===== src/design/usf_pkg.sv =====
// Package of register map, field positions and reset values for status flags
package usf_pkg;

    localparam int unsigned AW = 8;

    // Register byte addresses
    localparam logic [7:0] ADDR_STAT  = 8'h00;
    localparam logic [7:0] ADDR_CTRL  = 8'h04;
    localparam logic [7:0] ADDR_RXBUF = 8'h08;
    localparam logic [7:0] ADDR_TXBUF = 8'h0C;
    localparam logic [7:0] ADDR_IST   = 8'h10;
    localparam logic [7:0] ADDR_IMASK = 8'h14;

    // Status register field positions
    localparam int unsigned ST_TXE  = 7;
    localparam int unsigned ST_RXF  = 6;
    localparam int unsigned ST_OVR  = 5;
    localparam int unsigned ST_FER  = 4;
    localparam int unsigned ST_PER  = 3;
    localparam int unsigned ST_TRANSMIT_END_FLAG = 2;
    localparam int unsigned ST_LO   = 3;
    localparam logic [7:0]  STAT_RST = 8'h84;

    // Control register field positions
    localparam int unsigned CT_RX_ON  = 0;
    localparam int unsigned CT_TX_ON  = 1;
    localparam int unsigned CT_PAR_EN = 2;
    localparam int unsigned CT_ODD    = 3;
    localparam int unsigned CT_SYNC   = 4;
    localparam int unsigned CT_W      = 5;
    localparam logic [4:0]  CTRL_RST  = 5'h00;

    // Interrupt status / mask field positions
    localparam int unsigned IR_RXF  = 0;
    localparam int unsigned IR_OVR  = 1;
    localparam int unsigned IR_FER  = 2;
    localparam int unsigned IR_PER  = 3;
    localparam int unsigned IR_TRANSMIT_END_FLAG = 4;
    localparam int unsigned IR_W    = 5;
    localparam logic [4:0]  IR_RST  = 5'h00;

endpackage : usf_pkg


===== src/design/usf_chk_if.sv =====
// Interface carrying a finished receive character to the error checker
`timescale 1ns/1ns
interface usf_chk_if #(
    parameter int unsigned DW = 8
);
    logic [DW-1:0] data;
    logic          parity_bit;
    logic          stop_bit;
    logic          parity_en;
    logic          parity_odd_select;
    logic          sync_mode;
    logic          fer_hit;
    logic          per_hit;

    modport ctl (
        output data,
        output parity_bit,
        output stop_bit,
        output parity_en,
        output parity_odd_select,
        output sync_mode,
        input  fer_hit,
        input  per_hit
    );

    modport chk (
        input  data,
        input  parity_bit,
        input  stop_bit,
        input  parity_en,
        input  parity_odd_select,
        input  sync_mode,
        output fer_hit,
        output per_hit
    );
endinterface : usf_chk_if


===== src/design/usf_rx_check.sv =====
// Framing and parity check of one received character
`timescale 1ns/1ns
module usf_rx_check (
    usf_chk_if.chk chk
);
    logic ones_odd;

    always_comb
    begin
        ones_odd    = ^{chk.data, chk.parity_bit};
        // Only the first stop bit is presented; a second one is never seen
        chk.fer_hit = !chk.sync_mode && !chk.stop_bit;
        chk.per_hit = !chk.sync_mode && chk.parity_en &&
                      (ones_odd != chk.parity_odd_select);
    end
endmodule : usf_rx_check


===== src/design/usf_status.sv =====
// Serial status flags with APB register access and interrupt
//
// Operation
// Clean character moves into receive buffer and sets receive-full flag.
// Receive-full clears on armed write of 0 or receive buffer read.
// Errors or receiver off leave buffer and receive-full unchanged.
// Character ending while receive-full set raises overrun, is discarded.
// After overrun buffer keeps old character; later characters are lost.
// Overrun stops reception; in synchronous mode also transmission.
// Overrun, framing, parity flags clear only by armed write of 0.
// Receiver disable leaves overrun, framing and parity flags alone.
// Asynchronous stop bit of 0 sets framing-error flag.
// With two stop bits only the first is checked.
// Framing error copies character but leaves receive-full clear.
// Framing error stops reception; synchronous mode blocks both ways.
// Enabled asynchronous parity mismatch sets parity-error flag.
// Parity error copies character, no receive-full, stops reception.
// Transmit-end sets on last bit with empty flag, or tx disable.
// Transmit-end clears on armed empty-flag write 0 or buffer write.
// Transmit-end read-only, resets to 1; other flags reset to 0 (code also resets transmit-empty to 1).
// Writing 1 to clearable flags does nothing.
// Transmit-empty sets when buffer moves into transmit shift register.
//
// The placing of the registers and register access over APB were decided locally.
`timescale 1ns/1ns
module usf_status #(
    parameter int unsigned DW = 8
) (
    input  wire logic                   pclk,
    input  wire logic                   presetn,
    input  wire logic                   psel,
    input  wire logic                   penable,
    input  wire logic                   pwrite,
    input  wire logic [usf_pkg::AW-1:0] paddr,
    input  wire logic [31:0]            pwdata,
    output logic      [31:0]            prdata,
    output logic                        pready,
    output logic                        pslverr,
    input  wire logic                   rx_done,
    input  wire logic [DW-1:0]          rx_data,
    input  wire logic                   rx_parity_bit,
    input  wire logic                   rx_stop_bit,
    input  wire logic                   tx_load,
    input  wire logic                   tx_last_bit,
    output logic      [DW-1:0]          tx_data,
    output logic                        tx_pending,
    output logic                        rx_halt,
    output logic                        tx_halt,
    output logic                        irq
);
    localparam int unsigned NW = 32 - DW;
    localparam int unsigned CW = usf_pkg::CT_W;
    localparam int unsigned IW = usf_pkg::IR_W;

    logic [31:0]   prdata_q;
    logic [31:0]   rdval;
    logic          pready_q;
    logic          pslverr_q;
    logic          hit;
    logic          acc;
    logic          wr;
    logic          rd;
    logic [CW-1:0] ctrl_q;
    logic          tx_on_prev_q;
    logic [IW-1:0] mask_q;
    logic [IW-1:0] ist_q;
    logic [IW-1:0] ist_d;
    logic [IW-1:0] ev;
    logic [7:0]    stat;
    logic [7:3]    arm_q;
    logic [7:3]    clr;
    logic          txe_q;
    logic          txe_d;
    logic          rxf_q;
    logic          rxf_d;
    logic          ovr_q;
    logic          ovr_d;
    logic          fer_q;
    logic          fer_d;
    logic          per_q;
    logic          per_d;
    logic          transmit_end_flag_q;
    logic          transmit_end_flag_d;
    logic [DW-1:0] rx_buf_q;
    logic [DW-1:0] tx_data_q;
    logic          tx_pending_q;
    logic          rx_halt_q;
    logic          tx_halt_q;
    logic          irq_q;
    logic          rx_go;
    logic          rx_ok;
    logic          ovr_set;
    logic          fer_set;
    logic          per_set;
    logic          good;
    logic          tx_off;
    logic          transmit_end_flag_set;
    logic          rd_rxbuf;
    logic          wr_txbuf;

    usf_chk_if #(.DW(DW)) chk_if ();

    usf_rx_check u_check (
        .chk (chk_if.chk)
    );

    assign chk_if.data              = rx_data;
    assign chk_if.parity_bit        = rx_parity_bit;
    assign chk_if.stop_bit          = rx_stop_bit;
    assign chk_if.parity_en         = ctrl_q[usf_pkg::CT_PAR_EN];
    assign chk_if.parity_odd_select = ctrl_q[usf_pkg::CT_ODD];
    assign chk_if.sync_mode         = ctrl_q[usf_pkg::CT_SYNC];

    assign prdata     = prdata_q;
    assign pready     = pready_q;
    assign pslverr    = pslverr_q;
    assign tx_data    = tx_data_q;
    assign tx_pending = tx_pending_q;
    assign rx_halt    = rx_halt_q;
    assign tx_halt    = tx_halt_q;
    assign irq        = irq_q;

    // Bus decode; no wait states, read data is taken into a flop in the setup phase
    assign acc      = psel && penable && pready_q;
    assign wr       = acc && pwrite;
    assign rd       = acc && !pwrite;
    assign rd_rxbuf = rd && (paddr == usf_pkg::ADDR_RXBUF);
    assign wr_txbuf = wr && (paddr == usf_pkg::ADDR_TXBUF);

    assign stat = {txe_q, rxf_q, ovr_q, fer_q, per_q, transmit_end_flag_q, 2'b00};

    always_comb
    begin
        hit   = 1'b1;
        rdval = 32'h0000_0000;
        unique case (paddr)
            usf_pkg::ADDR_STAT:  rdval = {24'h00_0000, stat};
            usf_pkg::ADDR_CTRL:  rdval = {{(32-CW){1'b0}}, ctrl_q};
            usf_pkg::ADDR_RXBUF: rdval = {{NW{1'b0}}, rx_buf_q};
            usf_pkg::ADDR_TXBUF: rdval = {{NW{1'b0}}, tx_data_q};
            usf_pkg::ADDR_IST:   rdval = {{(32-IW){1'b0}}, ist_q};
            usf_pkg::ADDR_IMASK: rdval = {{(32-IW){1'b0}}, mask_q};
            default:             hit   = 1'b0;
        endcase
    end

    always_ff @(posedge pclk or negedge presetn)
    begin
        if (!presetn)
        begin
            pready_q  <= 1'b0;
            pslverr_q <= 1'b0;
            prdata_q  <= 32'h0000_0000;
        end
        else
        begin
            pready_q  <= psel && !penable;
            pslverr_q <= psel && !penable && !hit;
            if (psel && !penable && !pwrite)
                prdata_q <= rdval;
        end
    end

    // Control and mask registers
    always_ff @(posedge pclk or negedge presetn)
    begin
        if (!presetn)
        begin
            ctrl_q       <= usf_pkg::CTRL_RST;
            mask_q       <= usf_pkg::IR_RST;
            tx_on_prev_q <= 1'b0;
        end
        else
        begin
            tx_on_prev_q <= ctrl_q[usf_pkg::CT_TX_ON];
            if (wr && paddr == usf_pkg::ADDR_CTRL)
                ctrl_q <= pwdata[CW-1:0];
            if (wr && paddr == usf_pkg::ADDR_IMASK)
                mask_q <= pwdata[IW-1:0];
        end
    end

    // A clear by 0 needs the flag to have been read as 1 first
    always_ff @(posedge pclk or negedge presetn)
    begin
        if (!presetn)
            arm_q <= 5'h00;
        else if (rd && paddr == usf_pkg::ADDR_STAT)
            arm_q <= arm_q | prdata_q[7:3];
        else if (wr && paddr == usf_pkg::ADDR_STAT)
            arm_q <= arm_q & pwdata[7:3];
    end

    // Bits written 1 leave the flag alone
    assign clr = (wr && paddr == usf_pkg::ADDR_STAT) ?
                 (arm_q & ~pwdata[7:3]) : 5'h00;

    // Receive events; an error flag blocks further characters
    assign rx_go   = rx_done && ctrl_q[usf_pkg::CT_RX_ON] &&
                     !(ovr_q || fer_q || per_q);
    assign ovr_set = rx_go && rxf_q;
    assign rx_ok   = rx_go && !rxf_q;
    assign fer_set = rx_ok && chk_if.fer_hit;
    assign per_set = rx_ok && chk_if.per_hit;
    assign good    = rx_ok && !chk_if.fer_hit && !chk_if.per_hit;

    // Transmit events
    assign tx_off   = tx_on_prev_q && !ctrl_q[usf_pkg::CT_TX_ON];
    assign transmit_end_flag_set = (tx_last_bit && txe_q) || tx_off;

    // Flag next values; a set always wins over a clear
    always_comb
    begin
        rxf_d  = rxf_q;
        ovr_d  = ovr_q;
        fer_d  = fer_q;
        per_d  = per_q;
        txe_d  = txe_q;
        transmit_end_flag_d = transmit_end_flag_q;
        if (good)
            rxf_d = 1'b1;
        else if (clr[usf_pkg::ST_RXF] || rd_rxbuf)
            rxf_d = 1'b0;
        if (ovr_set)
            ovr_d = 1'b1;
        else if (clr[usf_pkg::ST_OVR])
            ovr_d = 1'b0;
        if (fer_set)
            fer_d = 1'b1;
        else if (clr[usf_pkg::ST_FER])
            fer_d = 1'b0;
        if (per_set)
            per_d = 1'b1;
        else if (clr[usf_pkg::ST_PER])
            per_d = 1'b0;
        if (tx_load || tx_off)
            txe_d = 1'b1;
        else if (clr[usf_pkg::ST_TXE] || wr_txbuf)
            txe_d = 1'b0;
        if (transmit_end_flag_set)
            transmit_end_flag_d = 1'b1;
        else if (clr[usf_pkg::ST_TXE] || wr_txbuf)
            transmit_end_flag_d = 1'b0;
    end

    always_ff @(posedge pclk or negedge presetn)
    begin
        if (!presetn)
        begin
            txe_q  <= usf_pkg::STAT_RST[usf_pkg::ST_TXE];
            rxf_q  <= usf_pkg::STAT_RST[usf_pkg::ST_RXF];
            ovr_q  <= usf_pkg::STAT_RST[usf_pkg::ST_OVR];
            fer_q  <= usf_pkg::STAT_RST[usf_pkg::ST_FER];
            per_q  <= usf_pkg::STAT_RST[usf_pkg::ST_PER];
            transmit_end_flag_q <= usf_pkg::STAT_RST[usf_pkg::ST_TRANSMIT_END_FLAG];
        end
        else
        begin
            txe_q  <= txe_d;
            rxf_q  <= rxf_d;
            ovr_q  <= ovr_d;
            fer_q  <= fer_d;
            per_q  <= per_d;
            transmit_end_flag_q <= transmit_end_flag_d;
        end
    end

    // Receive buffer; errored characters still land here
    always_ff @(posedge pclk or negedge presetn)
    begin
        if (!presetn)
            rx_buf_q <= '0;
        else if (rx_ok)
            rx_buf_q <= rx_data;
    end

    // Transmit buffer and link-side outputs
    always_ff @(posedge pclk or negedge presetn)
    begin
        if (!presetn)
        begin
            tx_data_q    <= '0;
            tx_pending_q <= 1'b0;
            rx_halt_q    <= 1'b0;
            tx_halt_q    <= 1'b0;
        end
        else
        begin
            if (wr_txbuf)
                tx_data_q <= pwdata[DW-1:0];
            tx_pending_q <= !txe_d;
            rx_halt_q    <= ovr_d || fer_d || per_d;
            tx_halt_q    <= ctrl_q[usf_pkg::CT_SYNC] &&
                            (ovr_d || fer_d || per_d);
        end
    end

    // Sticky interrupt status, write 1 to clear, event wins
    assign ev[usf_pkg::IR_RXF]  = good;
    assign ev[usf_pkg::IR_OVR]  = ovr_set;
    assign ev[usf_pkg::IR_FER]  = fer_set;
    assign ev[usf_pkg::IR_PER]  = per_set;
    assign ev[usf_pkg::IR_TRANSMIT_END_FLAG] = transmit_end_flag_set && !transmit_end_flag_q;

    always_comb
    begin
        ist_d = ist_q;
        if (wr && paddr == usf_pkg::ADDR_IST)
            ist_d = ist_q & ~pwdata[IW-1:0];
        ist_d = ist_d | ev;
    end

    always_ff @(posedge pclk or negedge presetn)
    begin
        if (!presetn)
        begin
            ist_q <= usf_pkg::IR_RST;
            irq_q <= 1'b0;
        end
        else
        begin
            ist_q <= ist_d;
            irq_q <= |(ist_d & mask_q);
        end
    end
endmodule : usf_status


===== config.mk =====
export PLATFORM = sky130hd
export DESIGN_NAME = usf_status
export DESIGN_NICKNAME = d
export VERILOG_FILES = /design/src/design/usf_pkg.sv /design/src/design/usf_chk_if.sv /design/src/design/usf_rx_check.sv /design/src/design/usf_status.sv
export SDC_FILE = /design/constraint.sdc
export NUM_CORES = 1
export LEC_CHECK = 0
export BUFFER_PORTS_ARGS = -buffer_cell sky130_fd_sc_hd__buf_4
export CORE_MARGIN = 1
export CORE_UTILIZATION = 40
export CTS_BUF_LIST = sky130_fd_sc_hd__clkbuf_16
export CTS_CLUSTER_DIAMETER = 100
export DETAILED_ROUTE_END_ITERATION = 10
export GPL_TIMING_DRIVEN = 0
export MAX_ROUTING_LAYER = met4
export PLACE_DENSITY = 0.67
export SLEW_MARGIN = 20
export SYNTH_ARGS = -nofsm -noshare
export SYNTH_HDL_FRONTEND = slang
export SYNTH_HIERARCHICAL = 1
export SYNTH_SLANG_ARGS = --single-unit

===== constraint.sdc =====
create_clock -name pclk -period 2.7 [get_ports pclk]
set_input_delay 0.54 -clock pclk [delete_from_list [all_inputs] [get_ports pclk]]
set_output_delay 0.54 -clock pclk [all_outputs]
set_load 0.05 [all_outputs]

After elaboration in Yosys (flattened, before gate mapping)
Index checks and enable logic that the tools add are counted.

Output and inout port bits: 46. Input port bits: 58. Logic and storage cells: 108. Bits in registers: 81.

Eq/ne operators: 6. Bitwise logic cells: 8. Multiplexer cells: 18. Reduce and logical (&&, ||, !) cells: 56.

Operator list (count): case mux 8 bit (6 select lines) (1); logical AND 1 bit (29); bitwise AND 5 bit (4); two-way mux 5 bit (4); equality test 8 x 4 -> 1 bit (second input constant) (2); equality test 8 x 5 -> 1 bit (second input constant) (2); two-way mux 1 bit (13); logical NOT 1 bit (12); NOT 5 bit (2); bitwise OR 5 bit (2); XOR reduction 9 bit (1); equality test 8 x 3 -> 1 bit (second input constant) (1); logical NOT 8 bit (1); logical OR 1 bit (8); nonzero test 2 bit (3); OR reduction 6 bit (1); OR reduction 5 bit (1); != test 1 bit (1).

Longest topological paths before layout
Depth after elaboration: 10. Mapped depth: 8.

By module
The synthesis kept the hierarchy.

Modules (own cells, without submodules): usf_status (cells each 244, area an instance 2887.8 µm², instances 1); usf_rx_check (cells each 10, area an instance 107.6 µm², instances 1).

Worst setup path after synthesis
Ideal clock, no wire load.

Kind: input to register. Start point: in rx_data[3]. End point: reg irq_q, in the netlist irq. Path slack: 617 ps. Arrival: 1955 ps. Path buffers: 0. Cell stages on the path: 8. Cells stage by stage: xor2_1 > xnor3_1 > xnor2_1 > nor3b_2 > nor2_1 > a22o_1 > a22oi_1 > nand2_1.

Cells in the longest elaborated chain, start to end: 8.

RTL lines: start, declared (RTL line usf_status.sv:40) `input wire logic [DW-1:0] rx_data,`; XOR reduction 9 bit (RTL line usf_rx_check.sv:10) `ones_odd = ^{chk.data, chk.parity_bit};`; != test 1 bit (RTL line usf_rx_check.sv:14) `(ones_odd != chk.parity_odd_select);`; logical AND 1 bit (RTL line usf_rx_check.sv:13) `chk.per_hit = !chk.sync_mode && chk.parity_en &&`; named net chk_if.per_hit (RTL line usf_chk_if.sv:13) `logic per_hit;`; logical NOT 1 bit (RTL line usf_status.sv:205) `assign good = rx_ok && !chk_if.fer_hit && !chk_if.per_hit;`; logical AND 1 bit (RTL line usf_status.sv:205); bitwise OR 5 bit (RTL line usf_status.sv:310) `ist_d = ist_d | ev;`; named net ist_d[0] (RTL line usf_status.sv:67) `logic [IW-1:0] ist_d;`; bitwise AND 5 bit (RTL line usf_status.sv:323) `irq_q <= |(ist_d & mask_q);`; OR reduction 5 bit (RTL line usf_status.sv:323); end signal, assigned (RTL line usf_status.sv:323); end, declared (RTL line usf_status.sv:89) `logic irq_q;`.

The timed path passes the listed nets, and every way through them passes these cells. A chain may end at the register's enable or synchronous reset.

Worst setup path in the final report
Start point: reg ctrl_q[3]. End point: reg irq_q, in the netlist irq.

Cells in the longest elaborated chain, start to end: 7.

RTL lines: start, declared (RTL line usf_status.sv:63) `logic [CW-1:0] ctrl_q;`; start signal, assigned (RTL line usf_status.sv:169) `ctrl_q <= usf_pkg::CTRL_RST;`; start signal, assigned (RTL line usf_status.sv:177) `ctrl_q <= pwdata[CW-1:0];`; != test 1 bit (RTL line usf_rx_check.sv:14); logical AND 1 bit (RTL line usf_rx_check.sv:13); named net chk_if.per_hit (RTL line usf_chk_if.sv:13); logical NOT 1 bit (RTL line usf_status.sv:205); logical AND 1 bit (RTL line usf_status.sv:205); bitwise OR 5 bit (RTL line usf_status.sv:310); named net ist_d[0] (RTL line usf_status.sv:67); bitwise AND 5 bit (RTL line usf_status.sv:323); OR reduction 5 bit (RTL line usf_status.sv:323).

The timed path passes the listed nets, and every way through them passes these cells.

==> impl_results.md <==
- FP Rows: 31
- Starting Density: 0.413
- Worst VDD drop: 311 uV
- XOR/XNOR Fraction of Synth Area: 0.0305
- Syn Area/Cell: 11.8 um2
- Fmax: 0.447 GHz
- Filler Cell Count: 661
- R2R setup slack: 0.46 ns
- CTS root buffer: clkbuf_16
- Worst path cell trace: xnor2_1 > xnor3_1 > xnor2_1 > nor3b_2 > nor2_1 > a22o_1 > a22oi_1 > nand2_1
- Area delta synth->final: 31.9%
- RD Place Congestion: 0.830
- Post-route insts no fill: 446
- CP max-delay cell: dfrtp_1
- Leak pwr: 1.93 nW
- Buffers on Ports: 54
- Largest net degree at the start of global routing: 58
- Total vias in the final route: 2217
- Worst-margin pin slew: 0.723 ns
- RSZ-0062 raised after global routing: no
- Total power: 2.40 mW
- Fin crit period: 2.24 ns
- Die X-Extent: 88.5 um
- DRT iter0 DRCs: 125
- GRT Overall Usage: 0.206
- Slew HR: 0.518
- CTS buffer count: 9
- # Post-CTS Setup Buffers: 0
- Chip height: 88.5 um
- Layout net count: 400
- Most frequent cells in the layout: buf_4, dfrtp_1, conb_1
- Final setup viols: 0
- Hold Vio Cnt, Final: 0
- Top sig layer: met4
- Drt wl/cell: 16.0 um
- Total wire length: 7140 um
- CTS max path bufs: 2
- Layout cells sized above 1: 0.392
- H-Tree Level Count: 3
- Finished Core Util: 0.545
- First-pass GRT wire length: 11200 um
- Worst-Skew Late Latency: 0.32 ns
- Number of synthesized flops with an enable pin: 0
- Detailed Routing Iterations Pass 1: 4
- Residual DRC: 0
- Synth Area in Simple Gates: 0.140
- Met2 WL post-DR: 3220 um
- Synth Area in Compound Gates: 0.130
- IO Count: 104
- Seq/Total Area, Yosys: 0.477
- Clk sinks: 57
- Clock slew at reported path FFs: 0.05 ns
- FF-to-FF Start: ctrl_q[3]$_DFFE_PN0P_
- Commonest non-fill, non-tap cell in the layout: buf_4
- Hpwl dp: 5250 um
- Die area: 7840 um2
- Delay of the slowest cell on the worst path: 0.42 ns
- Skew final: 0.00469 ns
- Run status: complete, no violations
- CP dominant cell by count: xnor2_1
- Max cap viols: 0
- CTS tree: done
- Antenna violations before repair: 0
- Slew Limit Fails: 0
- Cells after Synth: 254
- Fraction of registers with async set/reset: 1.00
- Post-cts sizing count: 0
- Synth warn: 6
- Top cell type's share of synthesized area: 0.459
- Top_reg_cell synth: dfrtp_1
- Synth area leader: dfrtp_1
- Final antenna-violating net count: 0
- Metal-1 WL: 3430 um
- Buf+Inv Stages, Crit Path: 0
- Crit. End Element: register
- WS Path Type: reg2reg
- Post-synthesis mux area share: 0.140
- CP delay by family, top: XOR/XNOR gates
- Cts hold-fix bufs: 0
- Hold Crit Class: in2async
- Synth Area in Adders: 0
- CP Max Fanout: 4
- Final hold slack: 0.276 ns
- FF+latch count, synth: 57
- Yosys cell types: 53
- Post-Syn Area: 3000 um2
- Cell Pwr Density: 606 nW/um2
- Critical Path Source Type: register
- Placed cell count: 430
- Setup TNS: 0 ns
- CP Data Arrival Time: 2.44 ns
- Gr ovfl total: 0
- Top cells by area, synth: dfrtp_1, mux2_2, buf_4
- Worst Setup SP: ctrl_q[3]$_DFFE_PN0P_
- Req. time, crit path: 2.90 ns
- Met3 wire length: 360 um
- N_diodes: 0
- Largest family of logic cells by synthesized area: simple AND/OR/NAND/NOR gates
- Vias in the first global route: 2136
- Core area: 7250 um2
- Via density: 4.97
- Final Cycle Share: 0.829
-- flip-flops by register name (all words and copies together) (netlist names), 5 cells and up --
register,flops
mask_q,5
tx_data,8
ctrl_q,5
rx_buf_q,8
ist_q,5
arm_q,5
prdata,8
-- cell families after synthesis --
| logic type | Yosys count |
|---|---|
| simple gates | 65 |
| mux | 31 |
| xor+xnor | 8 |
| compound gates | 58 |
| flops | 57 |
| buf+inv | 34 |
| other cells | 1 |
-- worst reg2reg max path, stage by stage, from the launching register on --
cell and delay, ns:
dfrtp_1 0.42, xnor2_1 0.20, xnor3_1 0.35, xnor2_1 0.16, nor3b_2 0.31, nor2_1 0.12
a22o_1 0.27, a22oi_1 0.20, nand2_1 0.09
-- worst paths after layout --
path,cells past startpoint,endpoint
max,8,irq$_DFF_PN0_
min,1,tx_data[1]$_DFFE_PN0P_
max reg2reg,8,irq$_DFF_PN0_
min reg2reg,0,tx_on_prev_q$_DFF_PN0_
max in group asynchronous,1,tx_halt$_DFF_PN0_
min in group pclk,2,tx_pending$_DFF_PN0_
-- layout make-up --
cell class	count	area, um2	share of cell area
sequential	57	1430	0.362
multi-input combinational	186	1410	0.358
timing repair buffer	54	405	0.103
buffer	32	238	0.0602
clock buffer	9	225	0.0570
tap	99	124	0.0313
clock inverter	7	109	0.0275
inverter	2	7.51	0.00190
-- power breakdown --
part	internal, mW	switching, mW	total, mW
clock network	0.890	0.380	1.27
logic	0.0940	0.164	0.258
registers	0.863	0.00445	0.868
-- Yosys cell counts (all sizes together) (4+ instances only) --
master and count:
a21oi 13, a22o 8, a22oi 4, and2 4
buf 29, dfrtp 55, mux2 26, nand2 17
nand2b 4, nand4 6, nor2 8, nor2b 6
nor4 4, o21ai 19, xnor2 6
-- metrics by stage --
step	area, um2	setup slack (ns)
2_1_floorplan	3080	0.617
5_1_grt	3950	0.309
3_5_place_dp	3610	0.237
3_3_place_gp	3610	0.234
4_1_cts	3950	0.386
6_report	3950	0.461
-- routing by layer --
layer	up-vias	track usage
met2	74	0.299
met5	-	-
met1	1063	0.276
met3	10	0.0560
li1	1070	-
met4	0	0.0792
(Power assumes the default switching activity.)
